### src/rtl/napc_pkg.sv
// napc_pkg: constants and carrier types for the aiding packet payload codec
// assumes one clock; payload bytes arrive one per cycle after the frame layer strips header and checksum
package napc_pkg;
    localparam logic [7:0] NAPC_ID_EXT_VEL = 8'h2E;
    localparam logic [7:0] NAPC_ID_BODY_VEL = 8'h2F;
    localparam logic [7:0] NAPC_ID_HEADING = 8'h30;
    localparam logic [7:0] NAPC_ID_RUN_TIME = 8'h31;
    localparam logic [7:0] NAPC_ID_MAG_FIELD = 8'h32;
    localparam logic [7:0] NAPC_ID_EXT_TIME = 8'h34;
    localparam logic [7:0] NAPC_ID_DEPTH = 8'h35;
    localparam logic [7:0] NAPC_ID_GEOID = 8'h36;
    localparam logic [7:0] NAPC_ID_CORR = 8'h37;
    localparam logic [7:0] NAPC_ID_HEAVE = 8'h3A;

    localparam logic [8:0] NAPC_LEN_EXT_VEL = 9'h018;
    localparam logic [8:0] NAPC_LEN_BODY_VEL = 9'h010;
    localparam logic [8:0] NAPC_LEN_HEADING = 9'h008;
    localparam logic [8:0] NAPC_LEN_RUN_TIME = 9'h008;
    localparam logic [8:0] NAPC_LEN_MAG_FIELD = 9'h00C;
    localparam logic [8:0] NAPC_LEN_EXT_TIME = 9'h008;
    localparam logic [8:0] NAPC_LEN_DEPTH = 9'h008;
    localparam logic [8:0] NAPC_LEN_GEOID = 9'h004;
    localparam logic [8:0] NAPC_LEN_CORR_MAX = 9'h0FF;
    localparam logic [8:0] NAPC_LEN_HEAVE = 9'h010;

    // largest fixed payload, in 32-bit words
    localparam int NAPC_MAX_WORDS = 6;
    localparam logic [2:0] NAPC_WORD_RESET = 3'h0;
    localparam logic [31:0] NAPC_VALUE_RESET = 32'h0000_0000;

    // one payload byte from the frame layer
    typedef struct packed {
        logic valid;
        logic first;
        logic last;
        logic [7:0] data;
    } napc_byte_t;

    // one decoded 32-bit field written into the value store
    typedef struct packed {
        logic valid;
        logic [7:0] id;
        logic [2:0] index;
        logic [31:0] value;
    } napc_field_t;

    typedef enum logic [1:0] {
        NAPC_PKT_FIXED,
        NAPC_PKT_VARIABLE,
        NAPC_PKT_UNKNOWN
    } napc_kind_t;
endpackage : napc_pkg

### src/rtl/napc_codec.sv
// napc_codec: payload decoder for the navigation aiding packet group
// assumes a frame layer upstream that has checked header and checksum and gives the id and payload length
// What this block does
// - id 46 carries 24 bytes, six floats: north, east, down velocity then their standard deviations.
// - id 47 carries 16 bytes: body X, Y, Z velocity and one shared standard deviation.
// - id 48 carries 8 bytes: heading at byte 0, its standard deviation at byte 4.
// - id 49 carries 8 bytes: running seconds at byte 0, microseconds at byte 4.
// - id 50 carries 12 bytes: magnetic field X, Y, Z in milligauss.
// - id 52 carries 8 bytes: epoch seconds then microseconds.
// - id 53 carries 8 bytes: depth at byte 0, its standard deviation at byte 4.
// - id 54 carries 4 bytes: one float geoid height.
// - id 55 carries up to 255 bytes that pass unaltered to the satellite receiver.
`timescale 1ns/1ps
module napc_codec
    import napc_pkg::*;
(
    input wire logic core_clk,
    input wire logic rst_n,
    input wire logic [7:0] pkt_id,
    input wire logic [8:0] pkt_len,
    input wire napc_byte_t pay_in,
    input wire logic [6:0] rd_addr,
    output logic [31:0] rd_data,
    output napc_field_t field_out,
    output napc_byte_t corr_out,
    output logic pkt_done,
    output logic pkt_reject,
    output logic [7:0] done_id
);
    function automatic logic [8:0] fixed_len(input logic [7:0] id);
        unique case (id)
            NAPC_ID_EXT_VEL: fixed_len = NAPC_LEN_EXT_VEL;
            NAPC_ID_BODY_VEL: fixed_len = NAPC_LEN_BODY_VEL;
            NAPC_ID_HEADING: fixed_len = NAPC_LEN_HEADING;
            NAPC_ID_RUN_TIME: fixed_len = NAPC_LEN_RUN_TIME;
            NAPC_ID_MAG_FIELD: fixed_len = NAPC_LEN_MAG_FIELD;
            NAPC_ID_EXT_TIME: fixed_len = NAPC_LEN_EXT_TIME;
            NAPC_ID_DEPTH: fixed_len = NAPC_LEN_DEPTH;
            NAPC_ID_GEOID: fixed_len = NAPC_LEN_GEOID;
            NAPC_ID_HEAVE: fixed_len = NAPC_LEN_HEAVE;
            default: fixed_len = 9'h000;
        endcase
    endfunction : fixed_len

    function automatic napc_kind_t kind_of(input logic [7:0] id);
        if (id == NAPC_ID_CORR) begin
            kind_of = NAPC_PKT_VARIABLE;
        end else if (fixed_len(id) != 9'h000) begin
            kind_of = NAPC_PKT_FIXED;
        end else begin
            kind_of = NAPC_PKT_UNKNOWN;
        end
    endfunction : kind_of

    // map id and word index onto a store slot: eight slots per id
    function automatic logic [6:0] slot_of(input logic [7:0] id, input logic [2:0] idx);
        slot_of = {id[3:0], idx};
    endfunction : slot_of

    typedef enum logic [1:0] {
        ST_IDLE,
        ST_FIXED,
        ST_PASS,
        ST_DROP
    } napc_state_t;

    napc_state_t state_reg;
    napc_state_t state_next;
    logic [7:0] id_reg;
    logic [1:0] byte_reg;
    logic [2:0] word_reg;
    logic [23:0] shift_reg;
    logic [31:0] word_now;
    logic word_full;
    logic [31:0] stage_reg [0:NAPC_MAX_WORDS-1];
    logic commit_reg;
    logic [2:0] commit_cnt_reg;
    logic [2:0] commit_idx_reg;
    logic wr_en;
    logic start_ok;
    logic [8:0] byte_count_reg;

    // length check up front: a packet with a bad declared length never reaches the staging words
    assign start_ok = (kind_of(pkt_id) == NAPC_PKT_FIXED && pkt_len == fixed_len(pkt_id))
        || (kind_of(pkt_id) == NAPC_PKT_VARIABLE && pkt_len <= NAPC_LEN_CORR_MAX);

    // little-endian: first byte is the least significant
    assign word_now = {pay_in.data, shift_reg};
    assign word_full = pay_in.valid && byte_reg == 2'h3;

    always_comb begin
        state_next = state_reg;
        if (pay_in.valid && pay_in.first) begin
            if (!start_ok) begin
                state_next = ST_DROP;
            end else if (kind_of(pkt_id) == NAPC_PKT_VARIABLE) begin
                state_next = ST_PASS;
            end else begin
                state_next = ST_FIXED;
            end
        end
        if (pay_in.valid && pay_in.last) begin
            state_next = ST_IDLE;
        end
    end

    always_ff @(posedge core_clk) begin
        if (!rst_n) begin
            state_reg <= ST_IDLE;
        end else begin
            state_reg <= state_next;
        end
    end

    always_ff @(posedge core_clk) begin
        if (!rst_n) begin
            id_reg <= 8'h00;
            byte_reg <= 2'h0;
            word_reg <= NAPC_WORD_RESET;
            shift_reg <= 24'h00_0000;
            byte_count_reg <= 9'h000;
        end else if (pay_in.valid) begin
            if (pay_in.first) begin
                id_reg <= pkt_id;
                byte_reg <= 2'h1;
                word_reg <= NAPC_WORD_RESET;
                shift_reg <= {pay_in.data, 16'h0000};
                byte_count_reg <= 9'h001;
            end else begin
                byte_reg <= byte_reg + 2'h1;
                shift_reg <= {pay_in.data, shift_reg[23:8]};
                byte_count_reg <= byte_count_reg + 9'h001;
                if (word_full) begin
                    word_reg <= word_reg + 3'h1;
                end
            end
        end
    end

    // stage words so a packet that ends short or long is never half written
    always_ff @(posedge core_clk) begin
        if (state_reg == ST_FIXED && word_full && word_reg < 3'(NAPC_MAX_WORDS)) begin
            stage_reg[word_reg] <= word_now;
        end
    end

    // commit only when the last byte lands exactly on the declared length
    always_ff @(posedge core_clk) begin
        if (!rst_n) begin
            commit_reg <= 1'b0;
            commit_cnt_reg <= NAPC_WORD_RESET;
            commit_idx_reg <= NAPC_WORD_RESET;
            pkt_done <= 1'b0;
            pkt_reject <= 1'b0;
            done_id <= 8'h00;
        end else begin
            pkt_done <= 1'b0;
            pkt_reject <= 1'b0;
            if (pay_in.valid && pay_in.last && !pay_in.first) begin
                done_id <= id_reg;
                if (state_reg == ST_FIXED && byte_count_reg + 9'h001 == fixed_len(id_reg)) begin
                    commit_reg <= 1'b1;
                    commit_cnt_reg <= 3'(fixed_len(id_reg) >> 2);
                    commit_idx_reg <= NAPC_WORD_RESET;
                end else if (state_reg == ST_PASS && byte_count_reg < NAPC_LEN_CORR_MAX) begin
                    pkt_done <= 1'b1;
                end else begin
                    pkt_reject <= 1'b1;
                end
            end else if (pay_in.valid && pay_in.last) begin
                done_id <= pkt_id;
                // a one-byte packet only fits the pass-through type
                if (start_ok && kind_of(pkt_id) == NAPC_PKT_VARIABLE) begin
                    pkt_done <= 1'b1;
                end else begin
                    pkt_reject <= 1'b1;
                end
            end
            if (commit_reg) begin
                commit_idx_reg <= commit_idx_reg + 3'h1;
                if (commit_idx_reg + 3'h1 == commit_cnt_reg) begin
                    commit_reg <= 1'b0;
                    pkt_done <= 1'b1;
                end
            end
        end
    end

    assign wr_en = commit_reg;

    always_ff @(posedge core_clk) begin
        if (!rst_n) begin
            field_out <= '0;
        end else begin
            field_out.valid <= commit_reg;
            field_out.id <= done_id;
            field_out.index <= commit_idx_reg;
            field_out.value <= stage_reg[commit_idx_reg];
        end
    end

    // correction bytes go through untouched, one cycle late
    always_ff @(posedge core_clk) begin
        if (!rst_n) begin
            corr_out <= '0;
        end else begin
            corr_out.valid <= pay_in.valid && (state_next == ST_PASS
                || (state_reg == ST_PASS && pay_in.last)
                || (pay_in.first && pay_in.last && start_ok && kind_of(pkt_id) == NAPC_PKT_VARIABLE));
            corr_out.first <= pay_in.first;
            corr_out.last <= pay_in.last;
            corr_out.data <= pay_in.data;
        end
    end

    napc_store u_store (
        .core_clk(core_clk),
        .rst_n(rst_n),
        .wr_en(wr_en),
        .wr_addr(slot_of(done_id, commit_idx_reg)),
        .wr_data(stage_reg[commit_idx_reg]),
        .rd_addr(rd_addr),
        .rd_data(rd_data)
    );
endmodule : napc_codec

### src/rtl/napc_store.sv
// napc_store: small value memory for decoded aiding fields, one word per slot
// assumes writes come from the codec; read data are registered
`timescale 1ns/1ps
module napc_store
    import napc_pkg::*;
(
    input wire logic core_clk,
    input wire logic rst_n,
    input wire logic wr_en,
    input wire logic [6:0] wr_addr,
    input wire logic [31:0] wr_data,
    input wire logic [6:0] rd_addr,
    output logic [31:0] rd_data
);
    logic [31:0] mem_reg [0:127];

    // contents are not reset; callers only read slots after a valid packet
    always_ff @(posedge core_clk) begin
        if (wr_en) begin
            mem_reg[wr_addr] <= wr_data;
        end
    end

    always_ff @(posedge core_clk) begin
        if (!rst_n) begin
            rd_data <= NAPC_VALUE_RESET;
        end else begin
            rd_data <= mem_reg[rd_addr];
        end
    end
endmodule : napc_store

### config.mk
export PLATFORM = sky130hd
export DESIGN_NAME = napc_codec
export DESIGN_NICKNAME = d
export VERILOG_FILES = /design/src/rtl/napc_pkg.sv /design/src/rtl/napc_codec.sv /design/src/rtl/napc_store.sv
export SDC_FILE = /design/constraint.sdc
export NUM_CORES = 2
export LEC_CHECK = 0
export BUFFER_PORTS_ARGS = -buffer_cell sky130_fd_sc_hd__buf_2
export CORE_MARGIN = 1.5
export CORE_UTILIZATION = 30
export CTS_CLUSTER_DIAMETER = 60
export CTS_CLUSTER_SIZE = 12
export DETAILED_ROUTE_END_ITERATION = 12
export GPL_TIMING_DRIVEN = 0
export HOLD_SLACK_MARGIN = 0.15
export PLACE_DENSITY = 0.44
export SYNTH_ARGS = -nofsm -noshare
export SYNTH_HDL_FRONTEND = slang
export SYNTH_MEMORY_MAX_BITS = 65536
export SYNTH_SLANG_ARGS = --single-unit
### constraint.sdc
create_clock -name core_clk -period 13.3 [get_ports core_clk]
set_clock_uncertainty 0.2 [all_clocks]
set_input_delay 0.665 -clock core_clk [delete_from_list [all_inputs] [get_ports core_clk]]
set_output_delay 0.665 -clock core_clk [all_outputs]
set_load 0.02 [all_outputs]
Word level (Yosys, flattened, before mapping)
Memories as Yosys holds them, arrays and structs flattened. A register that Yosys moved wholly into a read port is not among the register bits.
Cells that the tools add are included.
{ "totals": {"in_bits": 37, "ramBits": 4288, "n_memories": 2, "register_bits": 120} }
{ "mem_list": {"columns": ["name", "depth", "word_bits", "rd", "rd_ports_with_merged_regs", "write_ports", "line_no", "source"], "rows": [
  ["u_store.mem_reg", 128, 32, 1, 1, 1, "napc_store.sv:15", "logic [31:0] mem_reg [0:127];"],
  ["stage_reg", 6, 32, 1, 1, 1, "napc_codec.sv:75", "logic [31:0] stage_reg [0:NAPC_MAX_WORDS-1];"]
]} }
{ "classes": {"magnitude_cmp": 3, "mux": 61, "add_sub_neg": 4, "eq_ne": 30, "n_reduce_logical": 38} }
{ "ops": {"columns": ["operator", "n"], "rows": [
  ["8-bit by 6-bit equality test with 1-bit output, second input constant", 19],
  ["9-bit 2-to-1 mux", 10],
  ["5-bit one-hot mux with 5 select lines", 2],
  ["2-bit 2-to-1 mux", 19],
  ["9-bit nonzero test", 4],
  ["3-bit 2-to-1 mux", 7],
  ["1-bit 2-to-1 mux", 20],
  ["9-bit equality test", 2],
  ["1-bit logical AND", 16],
  ["16-bit 2-to-1 mux", 1],
  ["8-bit 2-to-1 mux", 2],
  ["2-bit by 1-bit equality test with 1-bit output, second input constant", 5],
  ["9-bit by 1-bit adder with 9-bit output, second input constant", 1],
  ["9-bit by 8-bit less-or-equal comparator with 1-bit output, second input constant", 1],
  ["9-bit by 8-bit < comparator with 1-bit output, second input constant", 1],
  ["2-bit AND reduction", 4],
  ["2-bit nonzero test", 4],
  ["4-bit OR reduction", 2],
  ["3-bit by 1-bit adder with 3-bit output, second input constant", 2],
  ["2-bit equality test, second input constant", 3],
  ["2-bit OR reduction", 2],
  ["3-bit equality test", 1],
  ["1-bit logical OR", 3],
  ["3-bit < comparator, second input constant", 1],
  ["other kinds (3)", 4]
]} }

Logic depth before layout (Yosys ltp)
{ "depth": {"ltp_word": 26, "ltp_mapped": 11} }

Cells and area by module
Synthesis repeated with hierarchy kept, for this count alone.
{ "unflattened": {"cells_unflattened": 8625, "area_unflattened_um2": 170486.0} }
{ "modules_own_cells": {"columns": ["module", "instances", "seq_area_each_um2", "area_per_inst_um2", "cells_each"], "rows": [
  ["napc_store", 1, 123638.6, 158542.1, 7763],
  ["napc_codec", 1, 8227.9, 11944.0, 862]
]} }

Worst setup path before layout
No wires, ideal clock.
{ "synth_path": {"path_kind": "register to register", "from": "register with a tool-made name", "to": "memory u_store.mem_reg[0][1], data pin", "required_time_ps": 12203, "setup_slack_ps": 7488, "t_arrival_ps": 4715, "stages_incl_launch_ff": 6, "n_path_buf": 3, "path_cell_list": "dfxtp_1 -> buf_2 -> buf_2 -> buf_2 -> mux2i_1 -> a21oi_1"} }
{ "synth_rtl": {"columns": ["element", "line_no"], "rows": [
  ["end: declaration", "napc_store.sv:15"]
]} }

==> run_results.csv <==
group,metric,value,unit
logic_synthesis,syn_area,169000,um2
logic_synthesis,synth-edff-count,4288,
routing,firstDrtPassIters,8,
floorplan,die_y,754,um
worst_setup_path,cp_cell_sequence,"buf_2, buf_2, buf_2, buf_2, nor2_2, clkbuf_1, a22oi_1, nand3_1, nand3_1, nor3_1, a31oi_1",
clock_network,cts_setup_buffers,0,
worst_setup_path,cp_data_required_time,13710,ps
finish,drive_above_1_share,0.248,
finish,multi_input_area,36600,um2
worst_setup_path,rrSetupSlack,8330,ps
logic_synthesis,synthArstFlopShare,0,
clock_network,cts_tree,"done",
finish,design_area,200000,um2
finish,mostFrequentLayoutCells,"edfxtp_1 (4288), mux4_2 (924), nand3_1 (640), clkbuf_16 (450), mux2i_1 (402)",
logic_synthesis,syn_area_per_cell,20.7,um2
timing,finalHoldViolations,0,
worst_hold_path,hp-class,"flop to flop",
logic_synthesis,synth.top_cells.by_area,"edfxtp_1 (76%), mux4_2 (12%), mux2i_1 (2.4%)",
power_and_ir_drop,p_leak,60.5,nW
clock_network,clkTransAtPathRegs,70,ps
global_route,overflow,0,
status,failed_checks,"max-capacitance violations, max-slew violations",
finish,final_cells,16782,
finish,final_common_cell,"edfxtp_1",
timing,fin_crit_sh,0.456,
global_route,grtUsageTotal,0.192,
clock_network,insertion_delay,1010,ps
worst_setup_path,worstPathMaxFanout,11,
logic_synthesis,syn_inst,8154,
logic_synthesis,yosys_warnings,0,
logic_synthesis,syn-num-nets,8196,
logic_synthesis,yosysSeqAreaShare,0.780,
finish,synthToLayoutAreaGrowth,18.3,%
logic_synthesis,yosys.area.top_type_share,0.762,
finish,largest_reg_flops,4096,
status,outcome,"finished with violations",
routing,via_per_inst,5.21,
place,placed_cell_area,187000,um2
clock_network,cts-resized-gates,0,
floorplan,fp-row-count,275,
worst_setup_path,cpMostUsedCell,"buf_2",
clock_network,cts.sink_count,4443,
timing,layout_setup_ws,7230,ps
floorplan,die_w,754,um
logic_synthesis,synth_cell_type_count,64,
worst_setup_path,worstPathArrival,6480,ps
worst_setup_path,slowest_delay,1150,ps
clock_network,root_buffer,"clkbuf_16",
floorplan,fp.dieArea,568000,um2
place,gp_congestion,0.865,
timing,fin_crit,6070,ps
clock_network,clk_path_buf_depth,4,
place,dp_cells,16074,
floorplan,initial_core_util,0.301,
global_route,grt_max_degree,40,
clock_network,cts_hold_buf,42,
finish,area.sequential,132000,um2
global_route,antenna_found_initial,54,
routing,wirelength,557000,um
power_and_ir_drop,power.density,139,nW/um2
timing,max_freq,165,MHz
floorplan,io_pins,134,
timing,rsz0062_at_grt,"no",
worst_setup_path,path_delay_family,"simple AND/OR/NAND/NOR gates",
place,hpwl,402000,um
worst_setup_path,crit_buf_inv,5,
power_and_ir_drop,vdd_drop_max,0.105,mV
timing,max_slew_margin,-0.0795,
worst_setup_path,cp.depth,11,
place,pre_cts_slack,6550,ps
routing,drt_iter0_drc,10042,
worst_setup_path,crit_path_end_kind,"flop",
timing,drv_slew,20,
global_route,grt_pass1_vias,88463,
floorplan,core,561000,um2
worst_setup_path,timing_worst_setup_path_type,"input pin to flop",
worst_setup_path,worstSetupStartpointType,"input pin",
routing,drc,0,
routing,drtAntennaViolNets,0,
clock_network,cts_buffers,437,
timing,worst-slew-pin-transition,1610,ps
worst_hold_path,worst_hold_path.num_cells,2,
logic_synthesis,ys_seq_elements,4443,
place,portBuffers,129,
worst_setup_path,r2r.worst_path.cells,5,
finish,layout.nets,9118,
routing,num_vias,87434,
logic_synthesis,synth_ff_type,"edfxtp_1",
logic_synthesis,synth.largest_area_cell,"edfxtp_1",
global_route,grt_pass1_wl,756000,um
run,maxCapViolations,5,
clock_network,h-tree-depth,5,
worst_setup_path,slowest_stage,"nor3_1",
finish,final.fill_count,51968,
routing,wire_per_inst,33.2,um
timing,setup_viol,0,
synth_stat cells (all sizes together), types with 2 or more instances:
master   instances
a2111oi          2
a21oi           72
a22oi          197
a311oi           9
a31oi           36
a32oi            2
and2            64
and3            10
and3b            3
and4             2
buf            222
clkbuf         273
dfxtp          155
edfxtp        4288
ha               5
inv              5
mux2             2
mux2i          402
mux4           924
nand2          179
nand2b          26
nand3          640
nand3b           9
nand4          134
nand4b           4
nor2           270
nor2b           53
nor3            43
nor3b            8
nor4            35
o211ai           3
o21ai           17
o22ai           32
o31ai            3
xnor2            6
xor2             4
routing by layer:
metal  track usage  vias up  share of wire
met5             0        -       0.000079
met4        0.0617        6          0.036
met3        0.0293      722          0.063
met2         0.315     3258           0.48
met1         0.261    47801           0.42
li1              -    35647              -
kinds of logic after synthesis:
kind of cell	synth area share
and+or+nand+nor	0.0440
AOI/OAI and AO/OA	0.0153
DFF	0.780
buffers and inverters	0.0125
muxes	0.147
adders and majority gates	0.000370
xor gates and xnor gates	0.000518
worst register-to-register path, cell delays in order (launching register included):
cell and delay [ps]:
dfxtp_1 570, clkbuf_1 640, nand3_1 1260, clkbuf_2 820, nor2_4 820, buf_12 300
where the power goes:
part | internal (mW) | total [mW] | switching, mW
Clock | 6.27 | 11.5 | 5.24
Sequential | 15.1 | 15.1 | 0.0144
Combinational | 0.381 | 1.16 | 0.783
Total | 21.8 | 27.8 | 6.04
path summary, 6_finish.rpt:
check                    start                endpoint
min reg2reg  commit_cnt_reg[0]       commit_cnt_reg[0]
min          commit_cnt_reg[0]       commit_cnt_reg[0]
max                 rd_addr[0]     u_store.rd_data[23]
max reg2reg  commit_idx_reg[0]  u_store.mem_reg[93][6]
layout make-up:
type | instances | area share
flip-flops and latches | 4443 | 0.659
multi-input cells | 3211 | 0.183
clock buffers | 544 | 0.0583
well taps | 7479 | 0.0468
repair buffers | 483 | 0.0374
plain buffers | 495 | 0.0106
clock inverters | 94 | 0.00438
diodes | 28 | 0.000350
inverters | 5 | 0.0000938
per-stage QoR:
stage	hold WS (ps)	setup TNS, ps	power, mW	util
floorplan	244	0	16.0	-
global placement	263	-2087850	16.6	0.319
detailed placement	271	0	16.6	0.333
CTS	179	0	28.1	0.356
global route	254	0	28.6	0.356
finish	273	0	27.8	0.357
Power figures use the tool's default switching activity.
